`src/design/e1cc_pkg.sv`:
```
package e1cc_pkg;
    // Port count and widths.
    localparam int NUM_PORTS = 4;
    localparam int PORT_W = 2;
    localparam int REG_W = 8;
    localparam int IDX_W = 8;
    localparam int BUILD_OUT_W = 3;
    localparam int SIG_W = 8;
    localparam int ADDR_W = 12;

    // Address layout: byte address = port * 2**PORT_LSB + index * 4.
    localparam int PORT_LSB = 10;
    localparam int IDX_LSB = 2;

    // Register indices.
    localparam logic [7:0] IDX_LINE_OPTION = 8'h16;
    localparam logic [7:0] IDX_LINE_INTF = 8'h1F;
    localparam logic [7:0] IDX_OUTPUT_SIG = 8'h2F;
    localparam logic [7:0] IDX_BUILD_OUT = 8'h30;
    localparam logic [7:0] IDX_STATUS_TWO = 8'h31;

    // Field positions.
    localparam int LOC_SYNC_IF_EN = 5;
    localparam int OSC_OTM_HI = 7;
    localparam int OSC_OTM_LO = 6;
    localparam int OSC_SIG_READ_SEL = 5;
    localparam int OSC_STATUS_SEL = 4;
    localparam int OSC_TS16_INSERT = 3;
    localparam int OSC_RESET = 0;
    localparam int LIC_RATIO_SEL = 3;
    localparam int LIC_LOOPBACK = 2;
    localparam int LIC_TX_SYNC_SEL = 0;
    localparam int ST2_BIT2 = 2;

    // Storable bits and reset value.
    localparam logic [7:0] LINE_OPTION_MASK = 8'hFF;
    localparam logic [7:0] OUTPUT_SIG_MASK = 8'hF8;
    localparam logic [7:0] LINE_INTF_MASK = 8'h0D;
    localparam logic [7:0] BUILD_OUT_MASK = 8'h07;
    localparam logic [7:0] REG_RESET_VAL = 8'h00;

    // AXI responses.
    localparam logic [1:0] RESP_OKAY = 2'b00;
    localparam logic [1:0] RESP_SLVERR = 2'b10;

    typedef enum logic [1:0] {
        OTM_NORMAL = 2'b00,
        OTM_HIZ = 2'b01,
        OTM_LOW = 2'b10,
        OTM_HIGH = 2'b11
    } e1cc_otm_e;
endpackage : e1cc_pkg

```
`src/design/e1cc_port_if.sv`:
```
`timescale 1ns/1ps
interface e1cc_port_if;
    logic wr_en;
    logic [7:0] wr_index;
    logic [7:0] wr_data;
    logic [7:0] line_option;
    logic [7:0] output_sig;
    logic [7:0] line_intf;
    logic [7:0] build_out;

    modport bus (
        output wr_en, wr_index, wr_data,
        input line_option, output_sig, line_intf, build_out
    );
    modport regs (
        input wr_en, wr_index, wr_data,
        output line_option, output_sig, line_intf, build_out
    );
endinterface : e1cc_port_if

```
`src/design/e1cc_port_regs.sv`:
```
`timescale 1ns/1ps
module e1cc_port_regs (
    // Clock and reset.
    input wire logic aclk,
    input wire logic aresetn,
    // Register access.
    e1cc_port_if.regs bus
);
    logic [7:0] line_option_ff;
    logic [7:0] output_sig_ff;
    logic [7:0] line_intf_ff;
    logic [7:0] build_out_ff;
    logic reset_last_ff;
    logic sw_reset;

    // Only a fresh low-to-high write of the reset bit clears the port.
    assign sw_reset = bus.wr_en && (bus.wr_index == e1cc_pkg::IDX_OUTPUT_SIG)
        && bus.wr_data[e1cc_pkg::OSC_RESET] && !reset_last_ff;

    // The written level is kept apart so a repeated 1 is not taken as an edge.
    always_ff @(posedge aclk) begin
        if (!aresetn) begin
            reset_last_ff <= 1'b0;
        end else if (bus.wr_en && (bus.wr_index == e1cc_pkg::IDX_OUTPUT_SIG)) begin
            reset_last_ff <= bus.wr_data[e1cc_pkg::OSC_RESET];
        end
    end

    // Unused bits are not stored and read back as zero, except in register 16h, which keeps all eight.
    always_ff @(posedge aclk) begin
        if (!aresetn || sw_reset) begin
            line_option_ff <= e1cc_pkg::REG_RESET_VAL;
            output_sig_ff <= e1cc_pkg::REG_RESET_VAL;
            line_intf_ff <= e1cc_pkg::REG_RESET_VAL;
            build_out_ff <= e1cc_pkg::REG_RESET_VAL;
        end else if (bus.wr_en) begin
            if (bus.wr_index == e1cc_pkg::IDX_LINE_OPTION) begin
                line_option_ff <= bus.wr_data & e1cc_pkg::LINE_OPTION_MASK;
            end else if (bus.wr_index == e1cc_pkg::IDX_OUTPUT_SIG) begin
                output_sig_ff <= bus.wr_data & e1cc_pkg::OUTPUT_SIG_MASK;
            end else if (bus.wr_index == e1cc_pkg::IDX_LINE_INTF) begin
                line_intf_ff <= bus.wr_data & e1cc_pkg::LINE_INTF_MASK;
            end else if (bus.wr_index == e1cc_pkg::IDX_BUILD_OUT) begin
                build_out_ff <= bus.wr_data & e1cc_pkg::BUILD_OUT_MASK;
            end
        end
    end

    assign bus.line_option = line_option_ff;
    assign bus.output_sig = output_sig_ff;
    assign bus.line_intf = line_intf_ff;
    assign bus.build_out = build_out_ff;
endmodule : e1cc_port_regs

```
`src/design/e1cc_sync2.sv`:
```
`timescale 1ns/1ps
module e1cc_sync2 #(
    parameter int WIDTH = 2
) (
    // Clock and reset.
    input wire logic aclk,
    input wire logic aresetn,
    // Data.
    input wire logic [WIDTH-1:0] async_in,
    output logic [WIDTH-1:0] sync_out
);
    logic [WIDTH-1:0] meta_ff;

    always_ff @(posedge aclk) begin
        if (!aresetn) begin
            meta_ff <= '0;
            sync_out <= '0;
        end else begin
            meta_ff <= async_in;
            sync_out <= meta_ff;
        end
    end
endmodule : e1cc_sync2

```
`src/design/e1cc_top.sv`:
```
// Operation
// - Both select bits low: normal transmit and receive.
// - Transmit-only select: send sync, receive normal E1.
// - Interface enable only: send and receive sync.
// - Both high: receive sync, transmit normal E1.
// - Sync mode passes 2.048MHz signal, transmit select bit0.
// - Output test mode: normal, high-Z, low, high.
// - Signaling read select picks receive or transmit data.
// - Status bit two: lost clock or signaling change.
// - Time slot 16 bit enables signaling insertion.
// - Reset bit rising edge clears port registers.
// - Analog loopback feeds transmit outputs to receiver.
// - Transformer select chooses 1:2 or 1:1.36/1:1.6.
// - Interface enable is bit 5 of register 16h.
`timescale 1ns/1ps
module e1cc_top #(
    parameter int NUM_PORTS = e1cc_pkg::NUM_PORTS
) (
    // Clock and reset.
    input wire logic aclk,
    input wire logic aresetn,
    // AXI4-Lite write address.
    input wire logic [e1cc_pkg::ADDR_W-1:0] s_axi_awaddr,
    input wire logic s_axi_awvalid,
    output logic s_axi_awready,
    // AXI4-Lite write data.
    input wire logic [31:0] s_axi_wdata,
    input wire logic [3:0] s_axi_wstrb,
    input wire logic s_axi_wvalid,
    output logic s_axi_wready,
    // AXI4-Lite write response.
    output logic [1:0] s_axi_bresp,
    output logic s_axi_bvalid,
    input wire logic s_axi_bready,
    // AXI4-Lite read address.
    input wire logic [e1cc_pkg::ADDR_W-1:0] s_axi_araddr,
    input wire logic s_axi_arvalid,
    output logic s_axi_arready,
    // AXI4-Lite read data.
    output logic [31:0] s_axi_rdata,
    output logic [1:0] s_axi_rresp,
    output logic s_axi_rvalid,
    input wire logic s_axi_rready,
    // Transmit data from the framer and the sync generator.
    input wire logic [NUM_PORTS-1:0] tx_frame_tip,
    input wire logic [NUM_PORTS-1:0] tx_frame_ring,
    input wire logic [NUM_PORTS-1:0] tx_sync_tip,
    input wire logic [NUM_PORTS-1:0] tx_sync_ring,
    // Transmit line pins.
    output logic [NUM_PORTS-1:0] tx_line_tip_o,
    output logic [NUM_PORTS-1:0] tx_line_tip_oe,
    output logic [NUM_PORTS-1:0] tx_line_ring_o,
    output logic [NUM_PORTS-1:0] tx_line_ring_oe,
    // Receive line pins.
    input wire logic [NUM_PORTS-1:0] rx_line_tip,
    input wire logic [NUM_PORTS-1:0] rx_line_ring,
    // Receive data towards the framer and the sync recovery.
    output logic [NUM_PORTS-1:0] rx_frame_tip,
    output logic [NUM_PORTS-1:0] rx_frame_ring,
    output logic [NUM_PORTS-1:0] rx_sync_tip,
    output logic [NUM_PORTS-1:0] rx_sync_ring,
    // Mode indications.
    output logic [NUM_PORTS-1:0] tx_sync_mode,
    output logic [NUM_PORTS-1:0] rx_sync_mode,
    output logic [NUM_PORTS-1:0] transformer_ratio_select,
    output logic [NUM_PORTS*e1cc_pkg::BUILD_OUT_W-1:0] build_out_code,
    // Signaling.
    input wire logic [NUM_PORTS*e1cc_pkg::SIG_W-1:0] rx_sig_word,
    input wire logic [NUM_PORTS*e1cc_pkg::SIG_W-1:0] tx_sig_word,
    output logic [NUM_PORTS*e1cc_pkg::SIG_W-1:0] sig_read_word,
    output logic [NUM_PORTS-1:0] timeslot16_signaling_insert,
    // Status sources and the selected status bit.
    input wire logic [NUM_PORTS-1:0] loss_tx_clock,
    input wire logic [NUM_PORTS-1:0] sig_changed,
    output logic [NUM_PORTS-1:0] status_two_bit2
);
    // Write channel state.
    logic aw_got_ff;
    logic w_got_ff;
    logic [e1cc_pkg::ADDR_W-1:0] awaddr_ff;
    logic [7:0] wdata_ff;
    logic wstrb_lo_ff;
    logic bvalid_ff;
    logic [1:0] bresp_ff;
    // Read channel state.
    logic rvalid_ff;
    logic [7:0] rdata_ff;
    logic [1:0] rresp_ff;
    // Decode.
    logic wr_fire;
    logic [e1cc_pkg::PORT_W-1:0] wr_port;
    logic [e1cc_pkg::IDX_W-1:0] wr_index;
    logic wr_ok;
    logic [e1cc_pkg::PORT_W-1:0] rd_port;
    logic [e1cc_pkg::IDX_W-1:0] rd_index;
    // Per-port register copies.
    logic [7:0] line_option_q [NUM_PORTS];
    logic [7:0] output_sig_q [NUM_PORTS];
    logic [7:0] line_intf_q [NUM_PORTS];
    logic [7:0] build_out_q [NUM_PORTS];
    logic [NUM_PORTS-1:0] status_bit_ff;

    function automatic logic idx_writable(input logic [7:0] idx);
        logic ok;
        ok = 1'b0;
        if (idx == e1cc_pkg::IDX_LINE_OPTION) begin
            ok = 1'b1;
        end else if (idx == e1cc_pkg::IDX_LINE_INTF) begin
            ok = 1'b1;
        end else if (idx == e1cc_pkg::IDX_OUTPUT_SIG) begin
            ok = 1'b1;
        end else if (idx == e1cc_pkg::IDX_BUILD_OUT) begin
            ok = 1'b1;
        end
        return ok;
    endfunction : idx_writable

    // Address and data are held until both have arrived, in either order.
    assign s_axi_awready = !aw_got_ff && !bvalid_ff;
    assign s_axi_wready = !w_got_ff && !bvalid_ff;
    assign wr_fire = aw_got_ff && w_got_ff && !bvalid_ff;
    assign wr_port = awaddr_ff[e1cc_pkg::PORT_LSB +: e1cc_pkg::PORT_W];
    assign wr_index = awaddr_ff[e1cc_pkg::IDX_LSB +: e1cc_pkg::IDX_W];
    assign wr_ok = idx_writable(wr_index) && (int'(wr_port) < NUM_PORTS);

    always_ff @(posedge aclk) begin
        if (!aresetn) begin
            aw_got_ff <= 1'b0;
            awaddr_ff <= '0;
        end else if (s_axi_awvalid && s_axi_awready) begin
            aw_got_ff <= 1'b1;
            awaddr_ff <= s_axi_awaddr;
        end else if (wr_fire) begin
            aw_got_ff <= 1'b0;
        end
    end

    // Only byte lane 0 carries register bits; other lanes are dropped.
    always_ff @(posedge aclk) begin
        if (!aresetn) begin
            w_got_ff <= 1'b0;
            wdata_ff <= '0;
            wstrb_lo_ff <= 1'b0;
        end else if (s_axi_wvalid && s_axi_wready) begin
            w_got_ff <= 1'b1;
            wdata_ff <= s_axi_wdata[7:0];
            wstrb_lo_ff <= s_axi_wstrb[0];
        end else if (wr_fire) begin
            w_got_ff <= 1'b0;
        end
    end

    always_ff @(posedge aclk) begin
        if (!aresetn) begin
            bvalid_ff <= 1'b0;
            bresp_ff <= e1cc_pkg::RESP_OKAY;
        end else if (wr_fire) begin
            bvalid_ff <= 1'b1;
            bresp_ff <= wr_ok ? e1cc_pkg::RESP_OKAY : e1cc_pkg::RESP_SLVERR;
        end else if (s_axi_bready) begin
            bvalid_ff <= 1'b0;
        end
    end

    assign s_axi_bvalid = bvalid_ff;
    assign s_axi_bresp = bresp_ff;

    // Read side: one outstanding read, data sampled at address acceptance.
    assign s_axi_arready = !rvalid_ff;
    assign rd_port = s_axi_araddr[e1cc_pkg::PORT_LSB +: e1cc_pkg::PORT_W];
    assign rd_index = s_axi_araddr[e1cc_pkg::IDX_LSB +: e1cc_pkg::IDX_W];

    always_ff @(posedge aclk) begin
        if (!aresetn) begin
            rvalid_ff <= 1'b0;
            rdata_ff <= '0;
            rresp_ff <= e1cc_pkg::RESP_OKAY;
        end else if (s_axi_arvalid && s_axi_arready) begin
            rvalid_ff <= 1'b1;
            rresp_ff <= e1cc_pkg::RESP_OKAY;
            rdata_ff <= '0;
            if (int'(rd_port) >= NUM_PORTS) begin
                rresp_ff <= e1cc_pkg::RESP_SLVERR;
            end else if (rd_index == e1cc_pkg::IDX_LINE_OPTION) begin
                rdata_ff <= line_option_q[rd_port];
            end else if (rd_index == e1cc_pkg::IDX_LINE_INTF) begin
                rdata_ff <= line_intf_q[rd_port];
            end else if (rd_index == e1cc_pkg::IDX_OUTPUT_SIG) begin
                rdata_ff <= output_sig_q[rd_port];
            end else if (rd_index == e1cc_pkg::IDX_BUILD_OUT) begin
                rdata_ff <= build_out_q[rd_port];
            end else if (rd_index == e1cc_pkg::IDX_STATUS_TWO) begin
                rdata_ff[e1cc_pkg::ST2_BIT2] <= status_bit_ff[rd_port];
            end else begin
                rresp_ff <= e1cc_pkg::RESP_SLVERR;
            end
        end else if (s_axi_rready) begin
            rvalid_ff <= 1'b0;
        end
    end

    assign s_axi_rvalid = rvalid_ff;
    assign s_axi_rresp = rresp_ff;
    assign s_axi_rdata = {24'h000000, rdata_ff};

    for (genvar p = 0; p < NUM_PORTS; p++) begin : g_port
        e1cc_port_if port_bus ();
        logic [1:0] rx_pin_q;
        logic tx_src_tip;
        logic tx_src_ring;
        logic rx_src_tip;
        logic rx_src_ring;
        logic sync_if_en;
        logic tx_sync_sel;
        logic tx_sync_now;
        logic rx_sync_now;
        e1cc_pkg::e1cc_otm_e otm;

        // Write strobe reaches only the addressed port.
        assign port_bus.wr_en = wr_fire && wr_ok && wstrb_lo_ff
            && (wr_port == e1cc_pkg::PORT_W'(p));
        assign port_bus.wr_index = wr_index;
        assign port_bus.wr_data = wdata_ff;

        e1cc_port_regs u_regs (
            .aclk(aclk),
            .aresetn(aresetn),
            .bus(port_bus.regs)
        );

        assign line_option_q[p] = port_bus.line_option;
        assign output_sig_q[p] = port_bus.output_sig;
        assign line_intf_q[p] = port_bus.line_intf;
        assign build_out_q[p] = port_bus.build_out;

        e1cc_sync2 #(
            .WIDTH(2)
        ) u_rx_sync (
            .aclk(aclk),
            .aresetn(aresetn),
            .async_in({rx_line_tip[p], rx_line_ring[p]}),
            .sync_out(rx_pin_q)
        );

        // Interface enable taken from bit 5 of register 16h.
        assign sync_if_en = port_bus.line_option[e1cc_pkg::LOC_SYNC_IF_EN];
        // Transmit sync select is bit 0.
        assign tx_sync_sel = port_bus.line_intf[e1cc_pkg::LIC_TX_SYNC_SEL];
        assign tx_sync_now = sync_if_en ^ tx_sync_sel;
        assign rx_sync_now = sync_if_en;

        // Sync mode transmits the 2.048MHz source, not framed data.
        assign tx_src_tip = tx_sync_now ? tx_sync_tip[p] : tx_frame_tip[p];
        assign tx_src_ring = tx_sync_now ? tx_sync_ring[p] : tx_frame_ring[p];

        assign otm = e1cc_pkg::e1cc_otm_e'({port_bus.output_sig[e1cc_pkg::OSC_OTM_HI],
            port_bus.output_sig[e1cc_pkg::OSC_OTM_LO]});

        always_ff @(posedge aclk) begin
            if (!aresetn) begin
                tx_line_tip_o[p] <= 1'b0;
                tx_line_ring_o[p] <= 1'b0;
                tx_line_tip_oe[p] <= 1'b0;
                tx_line_ring_oe[p] <= 1'b0;
            end else begin
                case (otm)
                    e1cc_pkg::OTM_NORMAL: begin
                        tx_line_tip_o[p] <= tx_src_tip;
                        tx_line_ring_o[p] <= tx_src_ring;
                        tx_line_tip_oe[p] <= 1'b1;
                        tx_line_ring_oe[p] <= 1'b1;
                    end
                    e1cc_pkg::OTM_HIZ: begin
                        tx_line_tip_o[p] <= 1'b0;
                        tx_line_ring_o[p] <= 1'b0;
                        tx_line_tip_oe[p] <= 1'b0;
                        tx_line_ring_oe[p] <= 1'b0;
                    end
                    e1cc_pkg::OTM_LOW: begin
                        tx_line_tip_o[p] <= 1'b0;
                        tx_line_ring_o[p] <= 1'b0;
                        tx_line_tip_oe[p] <= 1'b1;
                        tx_line_ring_oe[p] <= 1'b1;
                    end
                    default: begin
                        tx_line_tip_o[p] <= 1'b1;
                        tx_line_ring_o[p] <= 1'b1;
                        tx_line_tip_oe[p] <= 1'b1;
                        tx_line_ring_oe[p] <= 1'b1;
                    end
                endcase
            end
        end

        // Loopback takes the driven outputs and ignores the pins.
        assign rx_src_tip = port_bus.line_intf[e1cc_pkg::LIC_LOOPBACK] ?
            tx_line_tip_o[p] : rx_pin_q[1];
        assign rx_src_ring = port_bus.line_intf[e1cc_pkg::LIC_LOOPBACK] ?
            tx_line_ring_o[p] : rx_pin_q[0];

        // Receive sync mode steers the line away from the framer.
        always_ff @(posedge aclk) begin
            if (!aresetn) begin
                rx_frame_tip[p] <= 1'b0;
                rx_frame_ring[p] <= 1'b0;
                rx_sync_tip[p] <= 1'b0;
                rx_sync_ring[p] <= 1'b0;
            end else begin
                rx_frame_tip[p] <= rx_sync_now ? 1'b0 : rx_src_tip;
                rx_frame_ring[p] <= rx_sync_now ? 1'b0 : rx_src_ring;
                rx_sync_tip[p] <= rx_sync_now ? rx_src_tip : 1'b0;
                rx_sync_ring[p] <= rx_sync_now ? rx_src_ring : 1'b0;
            end
        end

        always_ff @(posedge aclk) begin
            if (!aresetn) begin
                tx_sync_mode[p] <= 1'b0;
                rx_sync_mode[p] <= 1'b0;
            end else begin
                tx_sync_mode[p] <= tx_sync_now;
                rx_sync_mode[p] <= rx_sync_now;
            end
        end

        // Transformer ratio and build-out code out to the driver.
        always_ff @(posedge aclk) begin
            if (!aresetn) begin
                transformer_ratio_select[p] <= 1'b0;
                build_out_code[p*e1cc_pkg::BUILD_OUT_W +: e1cc_pkg::BUILD_OUT_W] <= '0;
            end else begin
                transformer_ratio_select[p] <= port_bus.line_intf[e1cc_pkg::LIC_RATIO_SEL];
                build_out_code[p*e1cc_pkg::BUILD_OUT_W +: e1cc_pkg::BUILD_OUT_W] <=
                    port_bus.build_out[e1cc_pkg::BUILD_OUT_W-1:0];
            end
        end

        always_ff @(posedge aclk) begin
            if (!aresetn) begin
                sig_read_word[p*e1cc_pkg::SIG_W +: e1cc_pkg::SIG_W] <= '0;
            end else if (port_bus.output_sig[e1cc_pkg::OSC_SIG_READ_SEL]) begin
                sig_read_word[p*e1cc_pkg::SIG_W +: e1cc_pkg::SIG_W] <=
                    tx_sig_word[p*e1cc_pkg::SIG_W +: e1cc_pkg::SIG_W];
            end else begin
                sig_read_word[p*e1cc_pkg::SIG_W +: e1cc_pkg::SIG_W] <=
                    rx_sig_word[p*e1cc_pkg::SIG_W +: e1cc_pkg::SIG_W];
            end
        end

        always_ff @(posedge aclk) begin
            if (!aresetn) begin
                timeslot16_signaling_insert[p] <= 1'b0;
            end else begin
                timeslot16_signaling_insert[p] <=
                    port_bus.output_sig[e1cc_pkg::OSC_TS16_INSERT];
            end
        end

        always_ff @(posedge aclk) begin
            if (!aresetn) begin
                status_bit_ff[p] <= 1'b0;
            end else begin
                status_bit_ff[p] <= port_bus.output_sig[e1cc_pkg::OSC_STATUS_SEL] ?
                    sig_changed[p] : loss_tx_clock[p];
            end
        end

        assign status_two_bit2[p] = status_bit_ff[p];
    end
endmodule : e1cc_top

```
`config.mk`:
```
export PLATFORM = sky130hd
export DESIGN_NAME = e1cc_top
export DESIGN_NICKNAME = d
export VERILOG_FILES = /design/src/design/e1cc_pkg.sv /design/src/design/e1cc_port_if.sv /design/src/design/e1cc_port_regs.sv /design/src/design/e1cc_sync2.sv /design/src/design/e1cc_top.sv
export SDC_FILE = /design/constraint.sdc
export NUM_CORES = 1
export LEC_CHECK = 0
export ABC_AREA = 0
export BUFFER_PORTS_ARGS = -buffer_cell sky130_fd_sc_hd__buf_2
export CORE_MARGIN = 3
export CORE_UTILIZATION = 30
export DETAILED_ROUTE_END_ITERATION = 6
export GPL_ROUTABILITY_DRIVEN = 0
export PLACE_DENSITY_LB_ADDON = 0.05
export SLEW_MARGIN = 25
export SYNTH_ARGS = -nofsm -noshare
export SYNTH_HDL_FRONTEND = slang
export SYNTH_SLANG_ARGS = --single-unit
```
`constraint.sdc`:
```
create_clock -name aclk -period 2.72 [get_ports aclk]
set_input_delay 0.272 -clock aclk [delete_from_list [all_inputs] [get_ports aclk]]
set_output_delay 0.272 -clock aclk [all_outputs]
set_load 0.05 [all_outputs]
```
==> summary.txt, run 1 <==
Run status
  – Status: finished, final reports clean

Global route
  – GR Layer Usage met2: 0.2728
  – Initial antenna violation count: 1
  – Largest net degree at the start of global routing: 57
  – GR Util met1: 0.2206
  – Tot GR Track Use: 0.1621
  – GRT Max-Usage Layer: met2
  – GR Util met3: 0.02826
  – Vias in the first global route: 7381
  – First-pass GRT wire length: 42280 microns
  – Total gr overflow: 0

Worst setup path
  – Crit Reg-Reg Endpoint: g_port[2].u_regs.bus.build_out[1]$_SDFFE_PP0P_
  – Crit path from: awaddr_ff[3]$_SDFFE_PN0P_
  – Crit path max fanout: 14
  – CP endpoint kind: flip-flop
  – Critical Setup Path Class: flip-flop to flip-flop
  – Crit start category: flip-flop
  – CP required: 3.13 ns
  – Worst setup endpoint: g_port[2].u_regs.bus.build_out[1]$_SDFFE_PP0P_
  – Reg2Reg Launch Point: awaddr_ff[3]$_SDFFE_PN0P_
  – R2R Setup Slk: roughly 0.65 ns
  – R2R depth: 5
  – WP data arrival: about 2.5 ns

Route
  – DR WL/cell: around 17 microns
  – Routed vias: slightly above 7000
  – Detail Route Antenna Nets: 0
  – Vias per std cell: between 4 and 5
  – Drt pass-1 iters: 5
  – DRC: 0
  – Total wire length: 27210 microns
  – Initial DRC Count: 235

Logic synthesis
  – Synth top area share: 0.4848
  – Syn Area/Cell: 10.35 sq um
  – Synth top area cells: dfxtp_1 (48%), mux2i_1 (12%), mux4_2 (4.9%)
  – Post-synth ARST share: 0
  – Synth warnings: 0
  – Count leader, synth: dfxtp_1
  – Cell Area, Synth: 0.009126 sq mm
  – Area leader, netlist: dfxtp_1
  – Synth cell count leaders: dfxtp_1 (221), mux2i_1 (108), nand2_1 (82)
  – Post-synth EDFFs: 0
  – Primary FF master, synth: dfxtp_1
  – Synth Instances: between 800 and 900
  – Post-synth cell types: 48
  – Synth Register Bits: 221
  – Post-synthesis sequential area ratio: 0.4848

Die
  – Cell Rows: 63
  – Chip height: ~180 microns
  – Number of I/O pins: 300
  – Initial Utilization: 0.3063
  – Die Wd: roughly 180 microns
  – Die ar.: between 0.03 and 0.04 sq mm
  – Core area: 0.02980 sq mm

Finish
  – Layout Nets: 1386
  – Register area: 0.004424 sq mm
  – Layout cells sized above 1: 0.2972
  – Area growth, synth to finish: 36.43%
  – Fill cells: ~3000
  – Multi-input gate area: about 0.0043 sq mm
  – Ant. Diodes: 0
  – Post-layout instance area: 0.01245 sq mm

Timing
  – Final setup skew: 0.01311 ns
  – Hold Vio Cnt, Final: 0
  – RSZ-0062 raised after global routing: no
  – Crit path time final: 2.071 ns
  – Final setup vio count: 0
  – Slew @ Worst Pin: ~0.67 ns
  – Period utilization: 0.7616
  – Setup_tns: 0 ns
  – Final worst setup slack: 0.6486 ns
  – Fmax: between 0.4 and 0.5 GHz
  – Final Max Slew Viols: 0
  – Worst slew margin: 0.5550

Clock tree
  – CTS tree: built
  – Post-CTS Setup Bufs: 0
  – H-tree level count: 1
  – Clock Sinks: 221
  – Worst skew pair latency: 0.53 ns
  – Num CTS Buffers: 27
  – Clock-pin slew on the worst setup and hold paths: 0.06 ns
  – Clk buf depth: 3
  – Root Buffer: clkbuf_16

Placement
  – Setup WS pre-CTS: about 0.65 ns
  – Post-DP Area: approximately 0.011 sq mm
  – PortBufs: about 240
  – Hpwl dp: between 15000 and 20000 microns

Worst hold path
  – Critical hold path startpoint: s_axi_wdata[7]
  – Hold Crit Class: input pin to flip-flop

Power
  – Peak supply drop: between 0.4 and 0.5 mV
  – Pwr per Cell Area: around 630 mW/mm^2
  – P_leak: 5.252 nW

Run
  – Max_cap viols: 0
-- worst max-delay path: stages (launching register included) --
cell	delay, ns
dfxtp_1	0.42
nand4b_1	0.24
or4_4	0.65
o41ai_4	0.23
buf_4	0.32
nor2_1	0.08
-- kinds of logic after synthesis --
| family | synth area share |
|---|---|
| adder cells (fa/ha/maj) | 0.01097 |
| buffers and inverters | 0.05772 |
| AO/OA/AOI/OAI | 0.07829 |
| other | 0.0004109 |
| multiplexers | 0.1678 |
| flip-flops | 0.4848 |
| AND/OR/NAND/NOR | 0.1952 |
| XOR/XNOR | 0.004798 |
-- cell usage in the layout, fill, tap and decap left out, drive strengths merged, types with 8 or more instances in the layout --
cell | netlist | layout
ha | 8 | 8
dlygate4sd3 | 0 | 83
nor4 | 10 | 10
nor2 | 74 | 74
nand2b | 10 | 10
conb | 1 | 26
buf | 47 | 276
inv | 20 | 21
o21ai | 16 | 16
dfxtp | 221 | 221
nor2b | 46 | 46
nand2 | 82 | 82
mux4 | 20 | 20
clkbuf | 33 | 38
nand4 | 10 | 10
and2 | 40 | 40
nand3 | 24 | 24
a21boi | 49 | 49
mux2i | 108 | 108
a21oi | 14 | 14
-- per-stage QoR --
| stage | hold WS, ns | utilization | total power, mW | instances |
|---|---|---|---|---|
| after floorplan | 0.3993 | - | 4.012 | 907 |
| after global placement | 0.4145 | 0.3600 | 4.243 | 1493 |
| after detailed placement | 0.4169 | 0.3600 | 4.244 | 1493 |
| after CTS | 0.0002522 | 0.4179 | 7.987 | 1625 |
| after global routing | 0.02052 | 0.4179 | 8.161 | 1625 |
| final | 0.02031 | 0.4179 | 7.834 | 1625 |
-- power breakdown --
group	internal (mW)	leakage, nW	switching [mW]	total (mW)
clock network	2.17	0.439	1.40	3.58
registers	3.32	1.80	0.0714	3.39
logic	0.311	3.01	0.552	0.863
total	5.81	5.25	2.03	7.83
-- cell type report --
cell class	count	area share
clock buffers	38	0.06241
clock inverters	11	0.009446
inverters	20	0.006030
multi-input cells	586	0.3429
flip-flops and latches	221	0.3553
well taps	390	0.03919
repair buffers	359	0.1847
-- sequential cells by signal, summed over array words and instances, names as in the netlist, 8 cells and up --
register / count
sig_read_word: 32
g_port.port_bus.wr_data: 8
g_port.u_regs.bus.line_intf: 12
g_port.u_rx_sync.sync_out: 8
g_port.u_rx_sync.meta_ff: 8
g_port.u_regs.bus.line_option: 32
build_out_code: 12
rdata_ff: 8
g_port.u_regs.bus.build_out: 12
g_port.u_regs.bus.output_sig: 20
awaddr_ff: 10
-- how the worst min path moves through the flow --
stage,to,slack [ns],depth (start not counted)
2_1_floorplan,g_port[0].u_rx_sync.meta_ff[0]$_SDFF_PN0_,0.40,1
3_3_place_gp,g_port[0].u_rx_sync.sync_out[1]$_SDFF_PN0_,0.41,1
3_5_place_dp,g_port[3].u_rx_sync.sync_out[0]$_SDFF_PN0_,0.42,1
4_1_cts,sig_read_word[20]$_SDFF_PN0_,0.0003,3
5_1_grt,sig_read_word[27]$_SDFF_PN0_,0.02,3
6_report,g_port[0].port_bus.wr_data[7]$_SDFFE_PN0P_,0.02,3
-- per-layer routing --
| metal | vias to the layer above | wire [microns] |
|---|---|---|
| met5 | - | 0 |
| met2 | 191 | 12700 |
| met4 | 0 | 463 |
| met1 | 3395 | 12720 |
| met3 | 30 | 1337 |
| li1 | 3633 | - |
-- what timing repair did --
item | CTS | global route
gates resized for setup | 0 | 0
endpoints found under the hold margin | 57 | 0
hold buffers | 83 | 0
No activity file was read; power rests on OpenSTA's default activity.
==> run 2, diff against run 1 <==
--- a/config.mk
+++ b/config.mk
@@ -5,7 +5,7 @@
 export SDC_FILE = /design/constraint.sdc
 export NUM_CORES = 1
 export LEC_CHECK = 0
-export ABC_AREA = 0
+export ABC_AREA = 1
 export BUFFER_PORTS_ARGS = -buffer_cell sky130_fd_sc_hd__buf_2
 export CORE_MARGIN = 3
 export CORE_UTILIZATION = 30
==> constraint.sdc (replaced) <==
create_clock -name aclk -period 2.05 [get_ports aclk]
set_input_delay 0.205 -clock aclk [delete_from_list [all_inputs] [get_ports aclk]]
set_output_delay 0.205 -clock aclk [all_outputs]
set_load 0.05 [all_outputs]
==> summary.txt, run 2 <==
Run status
  – Status: finished, final reports clean

Clock tree
  – H-tree level count: 1
  – Clock Sinks: 221
  – Num CTS Buffers: 27
  – Clock-pin slew on the worst setup and hold paths: 0.06 ns
  – CTS tree: built
  – Worst skew pair latency: roughly 0.53 ns
  – Root Buffer: clkbuf_16
  – Clk buf depth: 3

Placement
  – Setup WS pre-CTS: 0.1414 ns
  – Post-DP Area: 0.01132 sq mm
  – Post-Place Cells: approximately 2000
  – Hpwl dp: between 20000 and 25000 microns
  – PortBufs: 242

Logic synthesis
  – Syn Area/Cell: 7.166 sq um
  – Synth Register Bits: 221
  – Post-synth EDFFs: 0
  – Synth top area share: 0.4618
  – Count leader, synth: nand2_1
  – Post-synth ARST share: 0
  – Synth top area cells: dfxtp_1 (46%), nand2_1 (10%), nor2_1 (8.7%)
  – Synth Instances: 1337
  – Synth cell count leaders: nand2_1 (261), nor2_1 (222), dfxtp_1 (221)
  – Post-synth cell types: 37
  – Primary FF master, synth: dfxtp_1
  – Area leader, netlist: dfxtp_1
  – Post-synthesis sequential area ratio: 0.4618
  – Synth warnings: 0
  – Cell Area, Synth: about 0.0096 sq mm

Worst setup path
  – CP required: 2.52 ns
  – Crit start category: flip-flop
  – Slowest CP cell: dfxtp_1
  – CP endpoint kind: flip-flop
  – Critical Setup Path Class: flip-flop to flip-flop
  – Slowest stage delay, CP: 0.37 ns
  – Crit path cell chain: nand2_1, inv_2, nand2_2, nor2_1, nor2_1, nand2_4, nand3_4, nor2_8, nand3_1, nand2_1, inv_1, nor2_2
  – WP data arrival: 2.33 ns
  – Crit path max fanout: 19

Route
  – DRC: 0
  – Vias per std cell: ~4.4
  – Routed vias: between 9000 and 10000
  – Initial DRC Count: 357
  – DR WL/cell: ~15 microns
  – Detail Route Antenna Nets: 0
  – Total wire length: 31170 microns
  – Drt pass-1 iters: 6

Die
  – Chip height: 184.7 microns
  – Initial Utilization: 0.3084
  – Core area: slightly above 0.03 sq mm
  – Cell Rows: 64
  – Die Wd: 184.7 microns
  – Die ar.: 0.03412 sq mm
  – Number of I/O pins: 300

Finish
  – Fin util: 0.4341
  – Ant. Diodes: 0
  – Commonest non-fill, non-tap cell in the layout: nand2_1
  – Area growth, synth to finish: 40.77%
  – Multi-input gate area: 0.004036 sq mm
  – Post-route insts no fill: 2118
  – Layout Nets: 1873
  – Register area: 0.004427 sq mm
  – Layout cells sized above 1: 0.2230
  – Most frequent cells in the layout: nand2_1 (261), buf_2 (241), nor2_1 (222)
  – Fill cells: 3202
  – Post-layout instance area: 0.01349 sq mm

Timing
  – Worst hold margin: 0.03469 ns
  – Period utilization: 0.9090
  – Final setup vio count: 0
  – Fmax: 0.5367 GHz
  – Crit path time final: 1.863 ns
  – Slew @ Worst Pin: about 0.77 ns
  – Final Max Slew Viols: 0
  – Final worst setup slack: about 0.19 ns
  – Worst slew margin: 0.4885
  – Setup_tns: 0 ns
  – RSZ-0062 raised after global routing: no
  – Final setup skew: around 0.0097 ns
  – Hold Vio Cnt, Final: 0

Power
  – Total power: 11.01 mW
  – Pwr per Cell Area: ~800 mW/mm^2
  – Peak supply drop: 0.5472 mV
  – P_leak: between 6 and 7 nW

Global route
  – First-pass GRT wire length: roughly 49000 microns
  – Initial antenna violation count: 0
  – Tot GR Track Use: 0.1796
  – Vias in the first global route: 9190
  – Total gr overflow: 0
  – Largest net degree at the start of global routing: 47

Worst hold path
  – Hold Crit Class: input pin to flip-flop

Run
  – Max_cap viols: 0
==> run 2: changes by cell type after synthesis, moves of 72 or more <==
cell,change
mux2i_1,-100
nand3_1,+72
nor2_1,+164
inv_1,+162
nand2_1,+179
o21ai_0,+77
==> run 2: area by class of cell <==
cell class / instances / share of cell area
Clock inverter: 14 / 0.01484
Inverter: 189 / 0.05260
Multi-Input combinational cell: 861 / 0.2993
Timing Repair Buffer: 402 / 0.2100
Clock buffer: 35 / 0.05826
Tap cell: 396 / 0.03674
Sequential cell: 221 / 0.3282
==> run 2: metal layers <==
metal	part of all wire	global-route usage	vias to the layer above
met5	0	0	-
met4	0.021	0.04262	0
met3	0.052	0.02960	39
met2	0.45	0.3016	242
met1	0.48	0.2423	4182
li1	-	-	4843
==> run 2: what timing repair did <==
action                                  CTS  global route
hold endpoints to repair                 72             0
setup buffers                             0             8
hold buffers                            107             0
gates resized for setup                   0             2
endpoints found under the setup margin    0            41
==> run 2: worst paths after layout <==
kind	from	to	slack (ns)	cells past startpoint
worst max register to register	awaddr_ff[4]$_SDFFE_PN0P_	g_port[0].u_regs.bus.line_intf[3]$_SDFFE_PP0P_	0.19	12
worst max-delay path	awaddr_ff[4]$_SDFFE_PN0P_	g_port[0].u_regs.bus.line_intf[3]$_SDFFE_PP0P_	0.19	12
worst min register to register	g_port[2].u_rx_sync.meta_ff[0]$_SDFF_PN0_	g_port[2].u_rx_sync.sync_out[0]$_SDFF_PN0_	0.41	2
worst min-delay path	loss_tx_clock[0]	status_two_bit2[0]$_SDFF_PN0_	0.03	3
==> run 2: cell families (layout without fill, tap and decap cells) <==
group,count (synthesis),count (layout),synth area share
AOI/OAI and AO/OA,168,168,0.09377
xor gates and xnor gates,4,4,0.003656
adders and majority gates,8,8,0.01045
buffers and inverters,280,640,0.1267
DFF,221,221,0.4618
muxes,8,8,0.008359
other,1,26,0.0003914
and+or+nand+nor,647,647,0.2949
==> run 2: critical path: cells and delay by family (launching register included) <==
family | cells | cell delay (ns)
simple gates | 10 | 1.29
flops | 1 | 0.37
buf+inv | 2 | 0.12
==> run 2: power breakdown <==
part | internal [mW] | switching (mW)
Clock | 3.31 | 1.89
Sequential | 4.42 | 0.125
Combinational | 0.444 | 0.825
Total | 8.17 | 2.84
